$ cat src/hw/gcfr_cfg.svh
// Offsets, field positions, codes and timing constants of the command block
`ifndef GCFR_CFG_SVH
`define GCFR_CFG_SVH

// Byte indices, command and status maps alike
`define GCFR_CMD_OFS      3'h0
`define GCFR_RSV_A_OFS    3'h1
`define GCFR_RSV_B_OFS    3'h2
`define GCFR_POS_OFS      3'h3
`define GCFR_SPEED_OFS    3'h4
`define GCFR_FORCE_OFS    3'h5
`define GCFR_LAST_OFS     3'h5

// Command byte bit positions
`define GCFR_ACT_BIT      0
`define GCFR_GOTO_BIT     3
`define GCFR_ATR_BIT      4
`define GCFR_ARD_BIT      5

// Reset values
`define GCFR_BYTE_RST     8'h00

// Gripper-side codes
`define GCFR_G_NONE       4'h0
`define GCFR_G_NOT_READY  4'h5
`define GCFR_G_NOT_ACT    4'h7
`define GCFR_G_RELEASING  4'hb
`define GCFR_G_OVERCUR    4'he
`define GCFR_G_REL_DONE   4'hf

// Controller-side codes
`define GCFR_K_NONE       4'h0
`define GCFR_K_NO_24V     4'h4
`define GCFR_K_NO_DEV     4'h5
`define GCFR_K_COMM_WAIT  4'h9
`define GCFR_K_ESTOP      4'hc
`define GCFR_K_OVERCUR    4'he

// Fault light blink half period
`define GCFR_BLINK_MS     250
`define GCFR_CLK_KHZ      25000
`define GCFR_BLINK_CYC    (`GCFR_BLINK_MS * `GCFR_CLK_KHZ)

`endif

$ cat src/hw/gcfr_pkg.sv
// Types shared by the command and fault register block
package gcfr_pkg;

	typedef enum logic [1:0] {
		GCFR_RESET   = 2'b00,
		GCFR_INIT    = 2'b01,
		GCFR_READY   = 2'b10,
		GCFR_RELDONE = 2'b11
	} gcfr_mode_type;

	// Write strobe with byte index and data
	typedef struct packed {
		logic       wr;
		logic [2:0] addr;
		logic [7:0] data;
	} gcfr_wr_type;

	// Commands handed to the motion engine
	typedef struct packed {
		logic       goto_en;
		logic       release_en;
		logic       release_dir;
		logic [7:0] target;
		logic [7:0] speed;
		logic [7:0] force_lim;
		logic       force_mask;
	} gcfr_motion_type;

	// Events reported by the motion engine and controller
	typedef struct packed {
		logic init_done;
		logic release_done;
		logic grip_overcur;
		logic ctrl_overcur;
		logic estop;
		logic no_24v;
		logic no_device;
		logic comm_wait;
		logic near_start;
	} gcfr_event_type;

endpackage : gcfr_pkg

$ cat src/hw/gcfr_regs.sv
// Command byte register bank with fault status and fault light
`timescale 1ns/100ps
`default_nettype none
`include "gcfr_cfg.svh"

module gcfr_regs (
	input  wire logic                clk_i,
	input  wire logic                rst_i,
	input  wire gcfr_pkg::gcfr_wr_type   wr_i,
	input  wire logic [2:0]          rd_addr_i,
	input  wire gcfr_pkg::gcfr_event_type evt_i,
	output logic [7:0]               rd_data_o,
	output gcfr_pkg::gcfr_motion_type motion_o,
	output logic                     fault_led_o
);
	import gcfr_pkg::*;

	// Whole bank state in one record
	typedef struct packed {
		// Reset, initialising, ready, release finished
		gcfr_mode_type mode;
		// Stored activation bit
		logic          act;
		// Stored go-to bit
		logic          goto_b;
		// Stored automatic release bit
		logic          atr;
		// Stored release direction bit
		logic          ard;
		// Direction frozen at release start
		logic          rel_dir;
		// Automatic release in progress
		logic          rel_run;
		// Last target position byte
		logic [7:0]    target;
		// Last speed byte
		logic [7:0]    speed;
		// Last force byte
		logic [7:0]    force_lim;
		// Gripper fault nibble
		logic [3:0]    gflt;
		// Controller fault nibble
		logic [3:0]    kflt;
		// Sticky gripper overcurrent marker
		logic          grip_oc;
		// Go-to granted to the engine
		logic          goto_q;
		// Blink half period timer
		logic [23:0]   blink_cnt;
		// Blink phase
		logic          blink;
		// Registered read byte
		logic [7:0]    rd_data;
		// Registered fault light
		logic          led;
	} gcfr_state_type;

	// Present and next copies of the bank state
	// Only the state register writes st
	gcfr_state_type st;
	gcfr_state_type next_st;

	// Strobe aimed at the command byte
	logic       wr_cmd;
	// Write data
	logic [7:0] wd;
	// Activation bit, newly written or held
	logic       act_w;
	// Go-to bit, newly written or held
	logic       goto_w;
	// Release bit, newly written or held
	logic       atr_w;
	// Any action besides activation requested
	logic       action_req;
	// Present code calls for a blinking light
	logic       major;
	// Present code calls for a steady light
	logic       minor;
	// Status byte zero
	logic [7:0] status0;
	// Mode field of status byte zero
	logic [1:0] sta;

	// Decode of the command byte write
	// A write in this cycle overrides the stored bits, so
	// mode and fault logic act on the new command at once
	always_comb begin
		// Incoming byte
		wd     = wr_i.data;
		// Strobe aimed at byte zero
		wr_cmd = wr_i.wr && (wr_i.addr == `GCFR_CMD_OFS);
		// LSB-first bit fields
		// Activation, go-to and release, new or held
		act_w  = wr_cmd ? wd[`GCFR_ACT_BIT]  : st.act;
		goto_w = wr_cmd ? wd[`GCFR_GOTO_BIT] : st.goto_b;
		atr_w  = wr_cmd ? wd[`GCFR_ATR_BIT]  : st.atr;
	end

	// Next state of the whole bank
	// Starts from the present state, so any field that no
	// branch below touches holds its value
	always_comb begin
		next_st = st;
		// Any action beside activation
		action_req = goto_w || atr_w;

		// Reserved bits not stored
		// Bits one, two, six and seven fall away here
		if (wr_cmd) begin
			next_st.act    = wd[`GCFR_ACT_BIT];
			next_st.goto_b = wd[`GCFR_GOTO_BIT];
			next_st.atr    = wd[`GCFR_ATR_BIT];
			next_st.ard    = wd[`GCFR_ARD_BIT];
		end

		// Byte indices zero to five
		// Bytes one and two are reserved and ignored;
		// byte zero is taken above, six and seven fall out
		if (wr_i.wr) begin
			case (wr_i.addr)
				`GCFR_POS_OFS: begin
					next_st.target = wd;
				end
				`GCFR_SPEED_OFS: begin
					next_st.speed = wd;
				end
				// Current limit for the motion engine
				`GCFR_FORCE_OFS: begin
					next_st.force_lim = wd;
				end
				default: ;
			endcase
		end

		// Gripper mode sequence
		// Reset to init on activation, init to ready once
		// calibration is reported, ready to release finished
		// when an automatic release ends; release finished
		// is left only through a cleared activation
		case (st.mode)
			GCFR_RESET: begin
				if (act_w) begin
					next_st.mode = GCFR_INIT;
				end
			end
			GCFR_INIT: begin
				if (evt_i.init_done) begin
					next_st.mode = GCFR_READY;
				end
			end
			GCFR_READY: begin
				if (st.rel_run && evt_i.release_done) begin
					next_st.mode = GCFR_RELDONE;
				end
			end
			GCFR_RELDONE: begin
				// Held until activation is cleared
			end
			default: begin
				next_st.mode = GCFR_RESET;
			end
		endcase

		// Direction latched at release start
		// Taken from the same write when both bits arrive
		// together; later direction writes wait for the next
		// release
		if (!st.rel_run && atr_w && st.mode == GCFR_READY) begin
			next_st.rel_run = 1'b1;
			next_st.rel_dir = wr_cmd ? wd[`GCFR_ARD_BIT] : st.ard;
		end
		// Engine reports the mechanical limits reached
		if (st.rel_run && evt_i.release_done) begin
			next_st.rel_run = 1'b0;
		end

		// Clearing activate resets mode, release and marker
		// Mode, release and overcurrent marker return to
		// their reset values while activation is clear
		if (!act_w) begin
			next_st.mode    = GCFR_RESET;
			next_st.rel_run = 1'b0;
			next_st.grip_oc = 1'b0;
		end

		// Gripper overcurrent, sticky until activation is cleared or reset
		// After the clear, so a trip in the same cycle as a
		// cleared activation is kept
		if (evt_i.grip_overcur) begin
			next_st.grip_oc = 1'b1;
		end

		// Gripper fault code, most severe first
		// Worked out on the next state, so a code changes on
		// the same edge as the mode or release that causes it
		// Release done is major
		if (next_st.mode == GCFR_RELDONE) begin
			next_st.gflt = `GCFR_G_REL_DONE;
		end
		else if (next_st.rel_run) begin
			next_st.gflt = `GCFR_G_RELEASING;
		end else if (next_st.grip_oc) begin
			next_st.gflt = `GCFR_G_OVERCUR;
		end
		else if (action_req && !act_w) begin
			next_st.gflt = `GCFR_G_NOT_ACT;
		end else if (action_req && next_st.mode == GCFR_INIT) begin
			next_st.gflt = `GCFR_G_NOT_READY;
		end else begin
			next_st.gflt = `GCFR_G_NONE;
		end

		// Controller fault code, most severe first
		// Plain levels from the controller side, not stored
		// Controller major faults
		if (evt_i.estop) begin
			next_st.kflt = `GCFR_K_ESTOP;
		end else if (evt_i.ctrl_overcur) begin
			next_st.kflt = `GCFR_K_OVERCUR;
		end
		else if (evt_i.comm_wait) begin
			next_st.kflt = `GCFR_K_COMM_WAIT;
		end
		else if (evt_i.no_24v) begin
			next_st.kflt = `GCFR_K_NO_24V;
		end else if (evt_i.no_device) begin
			next_st.kflt = `GCFR_K_NO_DEV;
		end else begin
			next_st.kflt = `GCFR_K_NONE;
		end

		// Blink timer for major faults
		// Free running, so the light phase is arbitrary when
		// a major fault appears; the count wraps at the last
		// value of one half period
		if (st.blink_cnt == 24'((`GCFR_BLINK_CYC / 1000) - 1)) begin
			next_st.blink_cnt = 24'h000000;
			next_st.blink     = ~st.blink;
		end else begin
			next_st.blink_cnt = st.blink_cnt + 24'h000001;
		end

		// Fault light: blink for major, steady for minor
		// Built from the registered codes, so the light lags
		// the code by one cycle; warnings leave it dark
		// Gripper release finished blinks
		major = (st.gflt == `GCFR_G_REL_DONE) ||
			(st.kflt == `GCFR_K_ESTOP) || (st.kflt == `GCFR_K_OVERCUR);
		minor = (st.gflt == `GCFR_G_RELEASING) ||
			(st.gflt == `GCFR_G_OVERCUR) ||
			(st.kflt == `GCFR_K_COMM_WAIT);
		// Major outranks minor when both are present
		next_st.led = major ? st.blink : minor;

		// Go-to grant for the motion engine
		// Needs ready mode, the stored go-to bit, activation
		// and no release in progress; it follows the command
		// register by one cycle
		// Go-to refused unless ready
		next_st.goto_q = (st.mode == GCFR_READY) && st.goto_b &&
			!st.rel_run && st.act;

		// Status readback
		// Mode field: 01 initialising, 11 ready, else 00
		case (st.mode)
			GCFR_INIT: begin
				sta = 2'b01;
			end
			GCFR_READY: begin
				sta = 2'b11;
			end
			default: begin
				sta = 2'b00;
			end
		endcase
		// Activate echo in bit zero
		// Bit three is the go-to grant, bits five and four the
		// mode field; reserved and object bits read zero
		status0 = {2'b00, sta, st.goto_q, 2'b00, st.act};
		// Byte picked by the read index, registered once;
		// unimplemented bytes read zero
		case (rd_addr_i)
			`GCFR_CMD_OFS: begin
				next_st.rd_data = status0;
			end
			`GCFR_RSV_B_OFS: begin
				next_st.rd_data = {st.kflt, st.gflt};
			end
			`GCFR_POS_OFS: begin
				next_st.rd_data = st.target;
			end
			default: begin
				next_st.rd_data = `GCFR_BYTE_RST;
			end
		endcase
	end

	// State register
	// Asynchronous reset clears the whole record, so every
	// output but the force mask is low while reset is held
	always_ff @(posedge clk_i or posedge rst_i) begin
		if (rst_i) begin
			st <= '0;
		end else begin
			st <= next_st;
		end
	end

	// Outputs to the motion engine
	// Plain copies of the state record, except the force
	// mask, which follows the engine's start-zone flag
	always_comb begin
		motion_o.goto_en     = st.goto_q;
		motion_o.release_en  = st.rel_run;
		motion_o.release_dir = st.rel_dir;
		motion_o.target      = st.target;
		motion_o.speed       = st.speed;
		// Force code is the current limit
		motion_o.force_lim   = st.force_lim;
		motion_o.force_mask  = evt_i.near_start;
		// Status byte and fault light
		rd_data_o   = st.rd_data;
		fault_led_o = st.led;
	end

endmodule // gcfr_regs
`default_nettype wire

$ cat config.mk
export PLATFORM = sky130hd
export DESIGN_NAME = gcfr_regs
export DESIGN_NICKNAME = d
export VERILOG_FILES = /design/src/hw/gcfr_pkg.sv /design/src/hw/gcfr_regs.sv
export VERILOG_INCLUDE_DIRS = /design/src /design/src/hw
export SDC_FILE = /design/constraint.sdc
export NUM_CORES = 1
export LEC_CHECK = 0
export ABC_AREA = 1
export CORE_MARGIN = 2
export CORE_UTILIZATION = 35
export CTS_BUF_LIST = sky130_fd_sc_hd__clkbuf_4 sky130_fd_sc_hd__clkbuf_8
export CTS_CLUSTER_DIAMETER = 80
export DETAILED_ROUTE_END_ITERATION = 7
export DONT_BUFFER_PORTS = 1
export PLACE_DENSITY_LB_ADDON = 0.12
export RECOVER_POWER = 50
export SLEW_MARGIN = 5
export SYNTH_ARGS = -nofsm -noshare
export SYNTH_HDL_FRONTEND = slang
export SYNTH_SLANG_ARGS = --single-unit
export TNS_END_PERCENT = 20
$ cat constraint.sdc
create_clock -name clk_i -period 6.9 [get_ports clk_i]
set_input_delay 1.38 -clock clk_i [delete_from_list [all_inputs] [get_ports clk_i]]
set_output_delay 1.38 -clock clk_i [all_outputs]
set_load 0.1 [all_outputs]
Yosys cells after proc, flatten, opt, wreduce, memory -nomap -nowiden. Cells that the tools add are included.

Add/sub/neg operators: 1. Eq/ne operators: 16. Muxes and demuxes: 27. Bitwise operators: 1. Reductions and logical operators: 22.

Operators by type and width (number): $add A24 B1 Y24 const B (1); $eq A24 B13 Y1 const B (1); $eq A4 B4 Y1 const B (6); $mux W24 (1); $mux W4 (6); $pmux W8 S3 (1); $mux W3 (4); $mux W1 (10); $eq A3 B2 Y1 const B (3); $logic_and A1 B1 Y1 (9); $eq A3 B3 Y1 const B (2); $logic_not A3 Y1 (2); $mux W2 (3); $pmux W2 S3 (1); $reduce_and A2 Y1 (3); $logic_or A1 B1 Y1 (5); $eq A2 B1 Y1 const B (2); $eq A2 B2 Y1 const B (2); $pmux W2 S2 (1); $logic_not A1 Y1 (2); $logic_not A2 Y1 (1); $not A1 Y1 (1).

Flip-flop bits (word level): 76. Input bits: 26. Word-level logic and storage cells: 85.

Logic depth before layout (Yosys ltp). Gate-level depths: netlist (run 1).

Depth in word-level cells: 11. Gate-level depth with buffers: 12. Depth with buffers taken out: 12.

Worst setup path after synthesis (run 1). Ideal clock, no wire load.

Path kind: input -> output. Start: in evt_i[0] (netlist bit). End: out motion_o[0] (netlist bit). Data arrival time: 1.643 ns. Data required time: 5.520 ns. Path slack: 3.877 ns. Stages on the path: 1. Path buffers: 1. Path through: buf_4.

RTL lines: start: declaration (line gcfr_regs.sv:11) `input wire gcfr_pkg::gcfr_event_type evt_i,`; end: declaration (line gcfr_regs.sv:13) `output gcfr_pkg::gcfr_motion_type motion_o,`.

No word-level cell between the ends.

Worst setup path in the final report (run 1).
Start: reg st, in the netlist motion_o[24]. End: out motion_o[24] (netlist bit).

RTL lines: start: declaration (line gcfr_regs.sv:60) `gcfr_state_type st;`; start signal: assignment (line gcfr_regs.sv:305) `st <= next_st;`.

No word-level cell between the ends.

==> impl.org, run 1 <==
** Pwr
- IR analysis of the VDD net gives a maximum drop of slightly below 0.0002 V.
- Clock group share of total power :: 0.293
- Total power divided by cell area :: 313 nW/um2
- Cell Int Power :: 709 uW
- Share of power burned in combinational logic :: 0.083
- Net Sw Frac :: 0.431
- Of the total power, registers draw 0.624.
- The analysis attributes to net switching a power of roughly 540 uW.
- Static power due to leakage :: about 0.0020 uW

** Synth
- The number of nets handed over by synthesis was roughly 500.
- In this run the mean area of a mapped cell was between 8 and 9 um2.
- Post-Synthesis Cells :: between 400 and 500
- Yosys attributes the largest share of cell area to sky130_fd_sc_hd__dfrtp_1, sky130_fd_sc_hd__nand2_1, sky130_fd_sc_hd__inv_1, sky130_fd_sc_hd__buf_4, sky130_fd_sc_hd__o21ai_0.
- Number of synthesized register bits :: 76
- Combined area of all synthesized cells :: around 4000 um2
- Summed over all instances, the cell type with the most area after synthesis is sky130_fd_sc_hd__dfrtp_1.
- The synthesized netlist contains 30 unique library cells.
- Synth warnings :: 0
- Of the synthesized area, sequential elements account for 0.489.
- Top-area cell type share of the netlist area :: 0.489

** Worst setup path
- The worst setup path is launched from a register.
- Critical path peak fanout :: 3
- The critical path is of the reg2out type.
- For flop-to-flop paths, the worst setup slack is around 5 ns.
- Worst setup EP type :: primary output
- Data on the critical path arrives at its endpoint at around 1.4 ns.
- Critical path required time :: ~5.5 ns

** Clocking
- Clock buffers created by TritonCTS :: 9
- Deepest clock path buffer count :: 2
- The tree is rooted in a sky130_fd_sc_hd__clkbuf_8.
- Buffers inserted to repair hold after CTS numbered 0.
- Clock transition at the registers of the reported paths :: ~0.08 ns
- H-tree depth :: 3
- Clock tree from TritonCTS :: yes
- CTS saw 76 sinks.
- Clock latency on the worst-skew pair :: about 0.36 ns
- Number of buffers inserted to repair setup after CTS :: 0
- Number of instances resized during post-cts repair :: 0

** Floorplan
- Boundary Pins :: 63
- Die Outline Area :: about 12000 um2
- Height of the die :: between 100 and 150 um
- Number of cell rows :: 38
- The initial utilization of the core area, before any placement, comes to 0.358.
- From left edge to right edge, the die measures about 110 um.
- CORE AREA :: roughly 11000 um2

** Cells and area
- In the layout the commonest cells are sky130_fd_sc_hd__nand2_1, sky130_fd_sc_hd__inv_1, sky130_fd_sc_hd__dfrtp_1, sky130_fd_sc_hd__nor2_1, sky130_fd_sc_hd__o21ai_0.
- The number of antenna diodes in the final layout is 0.
- Leaving out fill and tap cells, the most frequent cell in the layout is sky130_fd_sc_hd__nand2_1.
- Measured on the finished design, the core utilization comes to 0.366.
- Summing all non-filler instances in the final layout gives an area of 3970 um2.
- Fraction of layout cells with a size suffix above 1 :: 0.0609
- At the end of the flow, the number of nets in the layout was ~470.
- Area grow syn2layout :: 2.22%
- Once layout is complete, the cells apart from fillers number roughly 580.

** Timing
- The worst path needs 2.77 ns of the cycle, external delays included.
- Max transition margin :: 0.309
- Count of endpoints failing hold in the final timing report :: 0
- Unrepaired setup endpoints after global routing :: no
- Slew of the pin with the lowest slew margin :: roughly 1.0 ns
- Derived from the worst setup path, the maximum achievable clock frequency is approximately 360 MHz.
- The count of final max-slew check failures came to 0.
- Adding up every negative setup slack in the final design gives 0 ns.
- Setup violations remaining at the end of the flow were counted as 0.
- Across the routed clock network, the largest skew measured is roughly 0.012 ns.
- Fraction of the cycle the final worst path needs :: 0.402

** GRT
- Number of global-route vias before repair :: about 2.6k
- Global-route wire length before repair :: ~14 mm
- Final global-route overflow total :: 0
- Entering global routing, the biggest net connects 77 pins.
- Overall global routing resource usage :: 0.151
- The number of antenna violations at the first check in global routing is 0.

** Outcome
- The run finished with clean final reports.

** Placement
- The number of placed instances, taps included, is around 570.
- Last weighted congestion value of the routability-driven placer :: roughly 0.83
- PortBufs :: 0
- Half-perimeter wire length of the detailed placement result :: 6.19 mm
- Area of placed instances :: about 3800 um2

** Job
- Count of max-cap constraint violations :: 0

** Routing
- Wires add up to 8.32 mm.
- After detailed routing, the number of remaining DRC violations is 0.
- The routed layout has between 2k and 3k vias.
- After detailed routing, the number of vias per cell comes to approximately 4.5.
- The first detailed-routing pass ran for 4 iterations.
- The detailed router finished its first iteration with roughly 180 violations.
- Post-detailed-route count of antenna-violating nets :: 0
- Routed len/inst :: 14.3 um

** Worst hold path
- Classification of the worst-slack hold path :: reg2reg
[synthesized netlist by cell type (all sizes together)]
cell and n:
nand2 113, nand4 13, dfrtp 76, nor4 4, clkbuf 3, nand3 20
a22o 3, a32o 1, clkinv 1, a21oi 4, o21bai 1, nor3 16
nor3b 1, buf 36, or2 2, o211ai 2, xor2 13, nor2 34
ha 7, inv 77, o21ai 32, xnor2 4, nand3b 1
[layout make-up]
type	instances	area, um2
Fill cell	1162	6870
Sequential cell	76	1900
Multi-Input combinational cell	271	1380
Inverter	78	294
Tap cell	140	175
Clock buffer	11	151
Clock inverter	5	58.8
Timing Repair Buffer	2	15.0
[power by group through the flow]
stage | Combinational (uW) | Sequential (uW) | Clock [uW]
after detailed placement | 106 | 787 | 0
after CTS | 107 | 779 | 373
after global placement | 105 | 787 | 0
after floorplan | 381 | 529 | 0
final | 103 | 777 | 365
after global routing | 122 | 785 | 397
[per-layer routing]
layer  wire length (um)  track usage
met4                208       0.0705
met2               3810        0.239
met5                  0            0
met1               3800        0.190
met3                501       0.0451
[flip-flops by register name (all words and copies together) (netlist names)]
| name | count |
|---|---|
| fault_led_o | 1 |
| motion_o | 27 |
| rd_data_o | 8 |
| st | 40 |
[worst reg2reg max path: cells and delay by family, from the launching register on]
| kind | cells | cell delay (ns) |
|---|---|---|
| flip-flops | 1 | 0.43 |
| AND/OR/NAND/NOR | 4 | 1.10 |
| buffers and inverters | 2 | 0.15 |
| XOR/XNOR | 1 | 0.16 |
[worst paths after layout]
path	from	end	depth (start not counted)
min in group asynchronous	rst_i	motion_o[16]$_DFFE_PP0P_	2
hold / removal	st[9]$_DFFE_PP0N_	st[9]$_DFFE_PP0N_	2
setup / recovery	motion_o[24]$_DFFE_PP0P_	motion_o[24]	0
max in group asynchronous	rst_i	st[9]$_DFFE_PP0N_	2
hold reg to reg	st[9]$_DFFE_PP0N_	st[9]$_DFFE_PP0N_	2
setup reg to reg	st[12]$_DFF_PP0_	st[29]$_DFF_PP0_	7
[stage by stage]
stage	hold slack [ns]	worst slack [ns]	total power (uW)
2_1_floorplan	0.442	3.58	911
3_3_place_gp	0.457	4.14	892
3_5_place_dp	0.469	4.14	893
4_1_cts	0.488	4.09	1260
5_1_grt	0.524	4.06	1300
6_report	0.478	4.13	1250
[cell families (layout without fill, tap and decap cells)]
kind of cell,count (synthesis),count (layout),share of synthesized area
AOI/OAI and AO/OA,43,43,0.0615
xor gates and xnor gates,17,17,0.0383
buffers and inverters,117,96,0.148
adders and majority gates,7,7,0.0225
and+or+nand+nor,204,204,0.241
DFF,76,76,0.489
Power figures use the tool's default switching activity.
==> run 2: changes to the inputs <==
clock period = 2.3 ns   (was 6.9 ns; I/O delays follow)
==> run 2 against run 1 <==
Net effect:
- the run now ends with max-capacitance violations, max-slew violations left
- final area rose by 7.3%
- routed wire length rose by 0.46%
- clock-buffer cell count rose by 2
- sequential power rose by 97%
- die area did not move
- power rose to 3.1 times the previous value
- combinational power rose to 12 times the previous value
- cell count rose by 6.0%
- largest cell class unchanged
- largest power group unchanged
==> impl.org, run 2 (same netlist as run 1, synthesis figures left out) <==
** Worst setup path
- On the worst path, the slowest cell contributes a delay of 1.22 ns.
- R2r endpoint :: st[22]$_DFF_PP0_
- Setup CP Type :: in2async
- Depth of the worst register-to-register path :: 7
- Origin of the worst setup path :: rst_i
- The critical path contains buffers and inverters numbering 2 combined.
- Data on the critical path arrives at its endpoint at around 1.8 ns.
- Data on the critical path is required at its endpoint by between 2 and 2.5 ns.
- Critical path peak fanout :: 76
- The worst register-to-register path has a setup slack of about 0.67 ns.
- The worst setup path is launched from an input pin.
- Cell family with most CP delay :: buffers and inverters
- The slowest stage of the critical path is the sky130_fd_sc_hd__buf_2 cell.
- Worst setup EP type :: async pin
- The worst register-to-register path begins at st[11]$_DFF_PP0_.
- Traced cell by cell, the critical path runs through clkinvlp_4, buf_2.

** Cells and area
- In the final design database the tool counted 506 nets.
- The register with the most flip-flops in the layout has 40 of them.
- Register bank with the most flops :: st
- Commonest non-fill, non-tap cell in the layout :: sky130_fd_sc_hd__nand2_1
- Fill cell count :: about 1.1k
- Antenna cells :: 0
- Area grow syn2layout :: 9.69%
- At the end of the flow the core is filled with cells to 0.393.
- Of the cells placed in the final design, the portion with a size suffix greater than 1 is 0.144.
- In the layout the commonest cells are sky130_fd_sc_hd__nand2_1, sky130_fd_sc_hd__dfrtp_1, sky130_fd_sc_hd__inv_1, sky130_fd_sc_hd__buf_4, sky130_fd_sc_hd__o21ai_0.

** Placement
- Port buffering added 0 buffers.
- Detailed placement finished with a half-perimeter wire length of roughly 6.3 mm.
- At the end of routability-driven placement, the weighted congestion stood at approximately 0.93.

** Routing
- Across all layers, the routed design uses roughly 2.8k vias.
- In this run the remaining antenna-violating nets after routing total 0.
- The detailed router finished its first iteration with 191 violations.
- Wire length reported by the detailed router :: about 8.4 mm
- Using the TritonRoute via totals, the vias-per-cell ratio works out to between 4 and 5.
- The pre-antenna-repair detailed-routing pass consisted of 4 iterations.
- Final routed DRC violation total :: 0
- In the final routed layout, each cell accounts on average for about 14 um.

** Worst hold path
- The startpoint identified for the worst hold timing path is evt_i[4].
- Along the worst hold path, the cell count comes to 1.
- For hold timing, the worst endpoint is st[37]$_DFF_PP0_.
- The worst hold path belongs to the class in2reg.

** Clocking
- H-tree depth :: 3
- Clock buffers created by TritonCTS :: 9
- Clock tree from TritonCTS :: yes
- Clock latency on the worst-skew pair :: roughly 0.35 ns
- Clock transition at the registers of the reported paths :: about 0.08 ns
- CTS Root Cell :: sky130_fd_sc_hd__clkbuf_8
- Number of instances resized during post-cts repair :: 0
- Deepest clock path buffer count :: 2
- Post-CTS timing repair inserted 0 buffers for setup.
- Hold buffers post-CTS :: 0
- The clock net in this run drives a total of 76 sinks.

** Timing
- Endpoints failing setup :: 0
- Subtracting the final worst setup slack from the clock period gives about 1.6 ns.
- Max Fclk :: a little over 600 MHz
- Count of endpoints failing hold in the final timing report :: 0
- For the pin with the worst max-slew slack, the measured transition is between 1.5 and 2 ns.
- Fraction of the cycle the final worst path needs :: 0.712
- The count of final max-slew check failures is 77.
- Measured against its own limit, the worst slew margin works out to -0.143.
- After routing, the total negative slack on setup checks comes to 0 ns.
- Clock skew on the completed layout was measured at 0.00773 ns.
- Unrepaired setup endpoints after global routing :: no

** Outcome
- Violated checks :: max-capacitance violations, max-slew violations
- The flow ran to the end, but the final reports show violations.

** GRT
- Global routing finished with a remaining overflow of 0.
- Across every metal layer, demand over resource in global routing totals 0.154.
- The number of antenna violations at the first check in global routing came to 0.
- Number of global-route vias before repair :: 2782
- The first global-routing pass estimated approximately 14 mm of wire.
- Entering global routing, the biggest net connects 77 pins.

** Floorplan
- Boundary Pins :: between 60 and 70
- The total area inside the core boundary comes to 10800 um2.
- In this run the core area contains 38 standard-cell rows.
- Height of the die :: ~110 um
- Die Outline Area :: 12000 um2
- The initial utilization of the core area, before any placement, comes to 0.358.
- In this run the horizontal extent of the chip is 109 um.

** Pwr
- Total power after layout :: between 3000 and 4000 uW
- IR analysis of the VDD net gives a maximum drop of 0.000561 V.
- Static power due to leakage :: ~0.0022 uW
- Dividing total power by cell area gives a power density of slightly above 900 nW/um2.

** Job
- Count of max-cap constraint violations :: 1
[run 2: report_power, final]
group	internal [uW]	total, uW	leakage, uW	switching [uW]
Combinational	230	1270	0.00115	1040
Clock	570	1060	0.000104	492
Sequential	1470	1530	0.000968	55.4
Total	2270	3860	0.00223	1590
[run 2: worst max-delay path by stage]
| stage | to | slack (ns) | cells past startpoint |
|---|---|---|---|
| 6_report | st[14]$_DFF_PP0_ | 0.66 | 2 |
| 2_1_floorplan | st[22]$_DFF_PP0_ | 0.87 | 7 |
| 5_1_grt | st[12]$_DFF_PP0_ | 0.24 | 2 |
| 4_1_cts | st[22]$_DFF_PP0_ | 0.66 | 7 |
| 3_5_place_dp | st[22]$_DFF_PP0_ | 0.66 | 7 |
| 3_3_place_gp | st[42]$_DFF_PP0_ | 0.70 | 10 |
[run 2: stage by stage]
stage / setup WS, ns / hold WS (ns) / std cells / area, um2
finish: 0.663 / 0.173 / 618 / 4260
global route: 0.238 / 0.144 / 618 / 4260
CTS: 0.659 / 0.0911 / 618 / 4280
detailed placement: 0.665 / 0.459 / 602 / 4070
global placement: 0.699 / 0.454 / 602 / 4070
floorplan: 0.865 / 0.442 / 464 / 3890
[run 2: final cells by class]
type                       count  area (um2)  area share
tap                          140         175      0.0411
timing repair buffer          37         275      0.0646
clock buffer                  13         160      0.0376
inverter                      78         297      0.0696
sequential                    76        1900       0.446
clock inverter                 3        46.3      0.0109
multi-input combinational    271        1410       0.330
[run 2: routing by layer]
| metal | wire (um) | global-route usage | up-vias | part of all wire |
|---|---|---|---|---|
| li1 | - | - | 1432 | - |
| met1 | 3660 | 0.196 | 1339 | 0.44 |
| met2 | 4090 | 0.243 | 53 | 0.49 |
| met3 | 541 | 0.0605 | 5 | 0.065 |
| met4 | 73 | 0.0461 | 0 | 0.0087 |
| met5 | 0 | 0 | - | 0 |
